[src/include/lalu_pkg.sv]
// constants, types and decode helpers for the long add / logic execute slice
package lalu_pkg;

  // data and field widths
  localparam int unsigned LALU_XLEN      = 64;
  localparam int unsigned LALU_ILEN      = 32;
  localparam int unsigned LALU_IMM_W     = 16;
  localparam int unsigned LALU_PFX_W     = 48;
  localparam int unsigned LALU_REG_W     = 5;

  // field positions; the K and C bit positions count bit 0 as the instruction msb, the _LSB ones count from the lsb
  localparam int unsigned LALU_OPC_LSB   = 26;
  localparam int unsigned LALU_RD_LSB    = 21;
  localparam int unsigned LALU_SEL_LSB   = 16;
  localparam int unsigned LALU_FN_W      = 11;
  localparam int unsigned LALU_K_POS     = 3;
  localparam int unsigned LALU_C_POS     = 4;
  localparam int unsigned LALU_K_POS_ALT = 13;
  localparam int unsigned LALU_C_POS_ALT = 14;

  // encodings
  localparam logic [2:0]  LALU_OPC_ADD_R_HI = 3'h0;
  localparam logic [2:0]  LALU_OPC_ADD_I_HI = 3'h1;
  localparam logic [5:0]  LALU_OPC_AND_R    = 6'h21;
  localparam logic [5:0]  LALU_OPC_ANDN_R   = 6'h23;
  localparam logic [5:0]  LALU_OPC_AND_I    = 6'h29;
  localparam logic [5:0]  LALU_OPC_ANDN_I   = 6'h2b;
  localparam logic [5:0]  LALU_OPC_LIMM_GRP = 6'h1a;
  localparam logic [10:0] LALU_FN_LONG      = 11'h100;
  localparam logic [1:0]  LALU_SEL_ADD_HI   = 2'h0;
  localparam logic [4:0]  LALU_SEL_AND      = 5'h11;
  localparam logic [4:0]  LALU_SEL_ANDN     = 5'h13;

  // reset values and timing
  localparam logic        LALU_CARRY_RST    = 1'b0;
  localparam int unsigned LALU_LATENCY      = 1;

  // operation kind, one-hot
  typedef enum logic [2:0] {
    LALU_OP_ADD  = 3'b001,
    LALU_OP_AND  = 3'b010,
    LALU_OP_ANDN = 3'b100
  } lalu_op_type;

  // instruction bit by msb-first position
  function automatic logic lalu_ibit(input logic [LALU_ILEN-1:0] ins, input int unsigned pos);
    lalu_ibit = ins[LALU_ILEN-1-pos];
  endfunction

  // six-bit major opcode
  function automatic logic [5:0] lalu_opc(input logic [LALU_ILEN-1:0] ins);
    lalu_opc = ins[LALU_OPC_LSB +: 6];
  endfunction

endpackage

[src/include/lalu_op_if.sv]
// operand and result carrier between the execute slice and its arithmetic core
`timescale 1ns/1ps
interface lalu_op_if;
  import lalu_pkg::*;
  logic [LALU_XLEN-1:0] opa;
  logic [LALU_XLEN-1:0] opb;
  logic                 cin;
  lalu_op_type          op;
  logic [LALU_XLEN-1:0] res;
  logic                 cout;

  modport ctl
  (
    output opa,
    output opb,
    output cin,
    output op,
    input  res,
    input  cout
  );

  modport core
  (
    input  opa,
    input  opb,
    input  cin,
    input  op,
    output res,
    output cout
  );
endinterface

[src/core/lalu_core.sv]
// combinational 64-bit adder and and / and-not unit
`timescale 1ns/1ps
module lalu_core
  import lalu_pkg::*;
(
  lalu_op_if.core opif
);
  import lalu_pkg::*;

  logic [LALU_XLEN:0] sum_w;

  always_comb
  begin
    sum_w     = {1'b0, opif.opa} + {1'b0, opif.opb} + {{LALU_XLEN{1'b0}}, opif.cin};
    opif.cout = 1'b0;
    case (opif.op)
      LALU_OP_ADD:
      begin
        opif.res  = sum_w[LALU_XLEN-1:0];
        opif.cout = sum_w[LALU_XLEN];
      end
      LALU_OP_AND:  opif.res = opif.opa & opif.opb;
      LALU_OP_ANDN: opif.res = opif.opa & ~opif.opb;
      default:      opif.res = '0;
    endcase
  end
endmodule

[src/core/lalu_top.sv]
// long add / and / and-not execute slice with the status carry flag
`timescale 1ns/1ps
module lalu_top
  import lalu_pkg::*;
(
  // clock, reset, enable
  input  wire logic                      ref_clk,
  input  wire logic                      rst_n,
  input  wire logic                      clk_en,
  // issue from decode
  input  wire logic                      iss_valid,
  input  wire logic [LALU_ILEN-1:0]      iss_instr,
  // operand values from the register file
  input  wire logic [LALU_XLEN-1:0]      ra_val,
  input  wire logic [LALU_XLEN-1:0]      rb_val,
  input  wire logic [LALU_XLEN-1:0]      rd_val,
  // long-immediate prefix
  input  wire logic                      pfx_valid,
  input  wire logic [LALU_PFX_W-1:0]     pfx_value,
  // direct write of the carry flag
  input  wire logic                      carry_wr,
  input  wire logic                      carry_wr_val,
  // write-back
  output logic                           wb_valid,
  output logic [LALU_REG_W-1:0]          wb_dest,
  output logic [LALU_XLEN-1:0]           wb_data,
  // status
  output logic                           status_carry_flag,
  output logic                           unknown_op,
  output logic                           missing_prefix
);
  import lalu_pkg::*;

  lalu_op_if opif ();

  // decode results
  logic [5:0]            opc;
  logic [4:0]            sel;
  logic [LALU_FN_W-1:0]  fn;
  logic [LALU_IMM_W-1:0] imm16;
  logic [LALU_XLEN-1:0]  imm64;
  logic                  grp;
  logic                  is_add_r;
  logic                  is_add_i;
  logic                  is_add_a;
  logic                  is_and_r;
  logic                  is_and_i;
  logic                  is_and_a;
  logic                  is_andn_r;
  logic                  is_andn_i;
  logic                  is_andn_a;
  logic                  is_add;
  logic                  is_imm;
  logic                  is_alt;
  logic                  known;
  logic                  hold_bit;
  logic                  cuse_bit;

  // registered state
  logic                  wb_valid_r;
  logic                  wb_valid_nxt;
  logic [LALU_REG_W-1:0] wb_dest_r;
  logic [LALU_REG_W-1:0] wb_dest_nxt;
  logic [LALU_XLEN-1:0]  wb_data_r;
  logic [LALU_XLEN-1:0]  wb_data_nxt;
  logic                  carry_r;
  logic                  carry_nxt;
  logic                  unknown_r;
  logic                  unknown_nxt;
  logic                  nopfx_r;
  logic                  nopfx_nxt;

  // instruction decode
  always_comb
  begin
    opc   = lalu_opc(iss_instr);
    sel   = iss_instr[LALU_SEL_LSB +: 5];
    fn    = iss_instr[LALU_FN_W-1:0];
    imm16 = iss_instr[LALU_IMM_W-1:0];
    grp   = (opc == LALU_OPC_LIMM_GRP);

    is_add_r  = (opc[5:3] == LALU_OPC_ADD_R_HI) && !opc[0] && (fn == LALU_FN_LONG);
    is_add_i  = (opc[5:3] == LALU_OPC_ADD_I_HI) && !opc[0];
    is_add_a  = grp && (sel[4:3] == LALU_SEL_ADD_HI) && !sel[0];
    // register and needs long function field
    is_and_r  = (opc == LALU_OPC_AND_R) && (fn == LALU_FN_LONG);
    is_and_i  = (opc == LALU_OPC_AND_I);
    is_and_a  = grp && (sel == LALU_SEL_AND);
    is_andn_r = (opc == LALU_OPC_ANDN_R) && (fn == LALU_FN_LONG);
    is_andn_i = (opc == LALU_OPC_ANDN_I);
    is_andn_a = grp && (sel == LALU_SEL_ANDN);

    is_add = is_add_r | is_add_i | is_add_a;
    is_alt = is_add_a | is_and_a | is_andn_a;
    is_imm = is_add_i | is_and_i | is_andn_i | is_alt;
    known  = is_add | is_and_r | is_and_i | is_and_a | is_andn_r | is_andn_i | is_andn_a;

    // hold and carry-use bit positions per form
    if (is_add_a)
    begin
      hold_bit = lalu_ibit(iss_instr, LALU_K_POS_ALT);
      cuse_bit = lalu_ibit(iss_instr, LALU_C_POS_ALT);
    end
    else
    begin
      hold_bit = lalu_ibit(iss_instr, LALU_K_POS);
      cuse_bit = lalu_ibit(iss_instr, LALU_C_POS);
    end

    // prefix widens the immediate, otherwise sign extension
    if (pfx_valid)
      imm64 = {pfx_value, imm16};
    else
      imm64 = {{(LALU_XLEN-LALU_IMM_W){imm16[LALU_IMM_W-1]}}, imm16};
  end

  // operand steering into the arithmetic core
  always_comb
  begin
    // alternate forms read the destination as source
    opif.opa = is_alt ? rd_val : ra_val;
    // complement applied in the core to the widened immediate
    opif.opb = is_imm ? imm64 : rb_val;
    // carry in only when carry-use is set
    opif.cin = is_add && cuse_bit && carry_r;
    if (is_add)
      opif.op = LALU_OP_ADD;
    else if (is_and_r | is_and_i | is_and_a)
      opif.op = LALU_OP_AND;
    else
      opif.op = LALU_OP_ANDN;
  end

  lalu_core u_core
  (
    .opif (opif.core)
  );

  // next state of result and flags
  always_comb
  begin
    wb_valid_nxt = wb_valid_r;
    wb_dest_nxt  = wb_dest_r;
    wb_data_nxt  = wb_data_r;
    carry_nxt    = carry_r;
    unknown_nxt  = unknown_r;
    nopfx_nxt    = nopfx_r;
    if (clk_en)
    begin
      if (carry_wr)
        carry_nxt = carry_wr_val;
      // result registered one cycle after issue
      wb_valid_nxt = iss_valid && known;
      unknown_nxt  = iss_valid && !known;
      // three-operand immediate forms rely on a prefix
      nopfx_nxt    = iss_valid && (is_add_i | is_and_i | is_andn_i) && !pfx_valid;
      if (iss_valid && known)
      begin
        wb_dest_nxt = iss_instr[LALU_RD_LSB +: LALU_REG_W];
        wb_data_nxt = opif.res;
        if (is_add && !hold_bit)
          carry_nxt = opif.cout;
        else if (is_add && hold_bit)
          carry_nxt = carry_wr ? carry_wr_val : carry_r;
      end
    end
  end

  always_ff @(posedge ref_clk or negedge rst_n)
  begin
    if (!rst_n)
    begin
      wb_valid_r <= 1'b0;
      wb_dest_r  <= '0;
      wb_data_r  <= '0;
      carry_r    <= LALU_CARRY_RST;
      unknown_r  <= 1'b0;
      nopfx_r    <= 1'b0;
    end
    else
    begin
      wb_valid_r <= wb_valid_nxt;
      wb_dest_r  <= wb_dest_nxt;
      wb_data_r  <= wb_data_nxt;
      carry_r    <= carry_nxt;
      unknown_r  <= unknown_nxt;
      nopfx_r    <= nopfx_nxt;
    end
  end

  // outputs straight from flip-flops
  assign wb_valid          = wb_valid_r;
  assign wb_dest           = wb_dest_r;
  assign wb_data           = wb_data_r;
  assign status_carry_flag = carry_r;
  assign unknown_op        = unknown_r;
  assign missing_prefix    = nopfx_r;

endmodule

[config.mk]
export PLATFORM = sky130hd
export DESIGN_NAME = lalu_top
export DESIGN_NICKNAME = d
export VERILOG_FILES = /design/src/include/lalu_pkg.sv /design/src/include/lalu_op_if.sv /design/src/core/lalu_core.sv /design/src/core/lalu_top.sv
export SDC_FILE = /design/constraint.sdc
export NUM_CORES = 1
export LEC_CHECK = 0
export BUFFER_PORTS_ARGS = -buffer_cell sky130_fd_sc_hd__buf_2
export CAP_MARGIN = 25
export CORE_MARGIN = 1.5
export CORE_UTILIZATION = 40
export DETAILED_ROUTE_END_ITERATION = 16
export GPL_TIMING_DRIVEN = 0
export PLACE_DENSITY = 0.64
export RECOVER_POWER = 100
export SYNTH_ARGS = -nofsm -noshare
export SYNTH_HDL_FRONTEND = slang
export SYNTH_SLANG_ARGS = --single-unit
[constraint.sdc]
create_clock -name ref_clk -period 6.5 [get_ports ref_clk]
set_input_delay 0.65 -clock ref_clk [delete_from_list [all_inputs] [get_ports ref_clk]]
set_output_delay 0.65 -clock ref_clk [all_outputs]
set_load 0.02 [all_outputs]
==> metrics list <==
- Result of the run: complete, but fails checks
- Failing checks: max-capacitance violations, max-slew violations
- CP startpoint kind: primary input
- Tightest Pin Transition: 2.68 ns
- The min-delay analysis places its worst path in the category primary input to register.
- Area of the mapped netlist: 9790 µm²
- Buffers inserted to repair hold after CTS numbered 0.
- After synthesis, the share of flip-flops with an asynchronous set or reset is 1.00.
* Number of synthesized flops with an enable pin: 0
* Commonest non-fill, non-tap cells in the layout: 284 x buf_2, 175 x nand2_1, 158 x clkbuf_1, 148 x a21oi_1, 110 x nor2_1
- Together, buffers and inverters on the worst path number 3.
- The critical path is of the primary input to register type.
- Largest fanout on the critical path: 10
* Ordered cell list for the critical path: buf_2 -> or2_2 -> or3_1 -> a21o_1 -> clkbuf_1 -> clkbuf_1 -> mux2_1 -> ha_1 -> a21oi_1 -> nand2_1 -> o2111ai_1 -> a2111oi_2 -> o31ai_4 -> a21oi_1 -> or4_4 -> a21oi_1 -> o41ai_2 -> mux2i_1 -> a211o_1
* Die Area: 25400 µm²
- The final hold violation count came to 0.
- VDD sags by at most 0.000111 V.
- The detailed router placed 11600 vias in this run.
* Detail Route Antenna Nets: 0
* Largest net degree at the start of global routing: 46
- Data on the critical path arrives at its endpoint at 6.52 ns.
- Total count of max-transition violations in the final report: 76
* Top achievable clock speed: 159 MHz
- Overall Power: 2340 µW
* Die W: 159 µm
- On the worst path, the slowest cell contributes a delay of 0.50 ns.
- Routed wire per std cell: 23.1 µm
- Post-route design area: 12200 µm²
- Dividing the synthesized area by the synthesized cell count gives 7.49 µm².
- Leaving out fill and tap cells, the most frequent cell in the layout is buf_2.
- The clock drives 73 sinks.
- Post-layout utilization of the core: 0.504
* Via density per instance: 5.78
- Clock tree from TritonCTS: built
* Clock buffer count from CTS: 9
- Max-cap check violation count: 2
* Total iterations of the first detailed-routing run: 5
- Counting every net in the synthesized netlist gives 1650.
* DRC violation count after routing: 0
- Layout fillers: 2523
* Number of global-route vias before repair: 11300
- Clock latency of the later-clocked register in the worst-skew pair: 0.36 ns
* Post-synthesis register bit count: 73
- HPWL after detailed placement: 37.2 mm
- Placeable core area: 24200 µm²
- Power per cell area: 192 nW/µm²
- Deepest clock path buffer count: 2
- On the final layout, the worst clock skew is 0.0109 ns.
* Multi-input gate area: 7480 µm²
* Count of different cell masters after synthesis: 75
- Final worst path period share: 0.967
- In this run the number of H-tree levels came out at 3.
- The cell count after synthesis came out at 1306.
- Adding up every negative setup slack in the final design gives 0 ns.
- The floorplan has 57 rows.
- Total routing usage reported by global routing: 0.357
* # IOs: 352
- Synthesis warning total: 0
- Starting utilization of the core area: 0.405
- Aggregate global routing overflow: 0
* Type of destination of the critical path: register
- The cell family contributing the most delay on the critical path is compound AO/OA/AOI/OAI gates.
- For the finished layout, the period the worst path requires is 6.28 ns.
* Clock transition time at the flip-flop clock pins of the worst setup and hold paths: 0.07 ns
- # port buffers: 350
- The slowest stage of the critical path belongs to the cell o2111ai_1.
- Of the synthesized area, sequential elements account for 0.187.
* Final net count: 2014
- The first global-routing pass estimated 68.6 mm of wire.
* Number of diodes: 0
- Fraction of layout instances using a drive strength above 1: 0.247
* Setup repair after global routing missed its margin: no
* Most prevalent standard cell on the critical path: a21oi_1
- The analysis attributes to cell leakage a power of 0.00558 µW.
* Worst Path Required: 6.73 ns
* Clk root buf: clkbuf_16
- Die Ht: 159 µm
- Final GP Congestion: 0.964
- In this run the tightest slew margin relative to its limit is -0.787.
- Tightest hold margin: 0.479 ns
* Number of antenna violations at the first check in global routing: 1
- DP Area: 12000 µm²
- Compared with the post-synthesis result, the final layout area differs by 24.4%.
* Worst reg-to-reg setup slack: 2.37 ns
* Register cell area after layout: 1830 µm²
* Most instantiated flip-flop cell in the synthesis netlist: dfrtp_1
- For this block, the routed nets add up to 46.2 mm of wire.
- DR iter-0 viols: 948
- Final count of negative-setup-slack endpoints: 0
==> registers in the layout, summed over array words and instances, names as in the netlist <==
register / cells
wb_valid: 1
missing_prefix: 1
status_carry_flag: 1
unknown_op: 1
wb_dest: 5
wb_data: 64
==> per-layer routing <==
layer,part of all wire,up-vias,global-route usage
li1,-,5458,-
met2,0.48,526,0.621
met3,0.065,69,0.0461
met4,0.030,0,0.113
met5,0,-,0
met1,0.43,5506,0.457
==> worst paths after layout <==
check | to | start | depth (start not counted)
worst max-delay path | wb_data[61] | iss_instr[31] | 19
worst min-delay path | wb_dest[4] | iss_instr[25] | 3
worst max register to register | wb_data[61] | status_carry_flag | 13
worst min register to register | wb_dest[3] | wb_dest[3] | 2
max in group asynchronous | wb_data[50] | rst_n | 2
min in group asynchronous | wb_data[25] | rst_n | 1
==> Yosys cell counts (3+ instances only) <==
master | number | area [µm²]
nand2_1 | 176 | 661
a21oi_1 | 146 | 731
nor2_1 | 110 | 413
o21ai_0 | 107 | 536
clkbuf_1 | 83 | 312
mux2_2 | 78 | 878
dfrtp_1 | 73 | 1830
ha_1 | 63 | 788
xnor2_1 | 63 | 552
xor2_1 | 59 | 517
a21o_1 | 46 | 345
nand4_1 | 28 | 175
a31oi_1 | 27 | 169
inv_1 | 21 | 78.8
o21a_1 | 21 | 158
nand3_1 | 13 | 65.1
nor3_1 | 12 | 60.1
buf_2 | 10 | 50.1
nor2b_1 | 10 | 62.6
o21bai_1 | 10 | 75.1
o221ai_1 | 10 | 87.6
a311oi_1 | 8 | 70.1
a211oi_1 | 7 | 52.6
o21ai_1 | 7 | 35.0
and3_1 | 6 | 37.5
buf_1 | 6 | 22.5
a221oi_1 | 5 | 43.8
nand2b_1 | 5 | 31.3
a32o_1 | 4 | 40.0
and2_1 | 4 | 25.0
mux2i_1 | 4 | 40.0
nand3b_1 | 4 | 30.0
o2111ai_1 | 4 | 35.0
o221a_2 | 4 | 45.0
o22ai_1 | 4 | 25.0
or3_1 | 4 | 25.0
a211o_1 | 3 | 26.3
buf_4 | 3 | 22.5
o211ai_1 | 3 | 22.5
o31a_1 | 3 | 26.3
o31ai_1 | 3 | 22.5
or4_1 | 3 | 22.5
==> cells by family (layout without fill, tap and decap cells) <==
family          after synthesis  count (layout)  share of synthesized area
flops                        73              73                      0.187
simple gates                388             388                      0.176
mux                          82              82                     0.0938
xor+xnor                    122             122                      0.109
compound gates              452             452                      0.299
fa+ha+maj                    65              65                     0.0846
buf+inv                     124             493                     0.0508
==> final cells by class <==
class | instances | area share
multi-input cells | 1109 | 0.614
flip-flops and latches | 73 | 0.150
repair buffers | 354 | 0.140
plain buffers | 102 | 0.0343
well taps | 324 | 0.0333
clock buffers | 10 | 0.0188
inverters | 21 | 0.00647
clock inverters | 6 | 0.00288
==> power breakdown <==
group,leakage (µW),internal [µW],switching [µW],total [µW]
clock network,0.000128,257,238,495
logic,0.00453,446,763,1210
registers,0.000915,566,68.8,635
==> worst reg2reg max path, cell delays in order (launching register included) <==
cell and delay [ns]:
dfrtp_1 0.39, o2111ai_1 0.14, fa_1 0.44, nor2b_1 0.17, o2111a_1 0.24, o2111ai_1 0.28, a2111oi_2 0.79, o31ai_4 0.21
a21oi_1 0.30, or4_4 0.18, a21oi_1 0.15, o41ai_2 0.32, mux2i_1 0.13, a211o_1 0.27
==> per-stage QoR <==
step | setup WS [ns] | std cells
final | 0.217 | 1999
after global routing | 0.0370 | 1999
after CTS | 0.0917 | 2000
after detailed placement | -0.544 | 1984
after global placement | -0.489 | 1980
after floorplan | 1.28 | 1306
==> timing repair <==
action	CTS	global route
gates resized for setup	3	6
hold endpoints to repair	0	0
buffers inserted	0	0
endpoints found under the setup margin	5	10
pin swaps	0	1
Power figures use the tool's default switching activity.
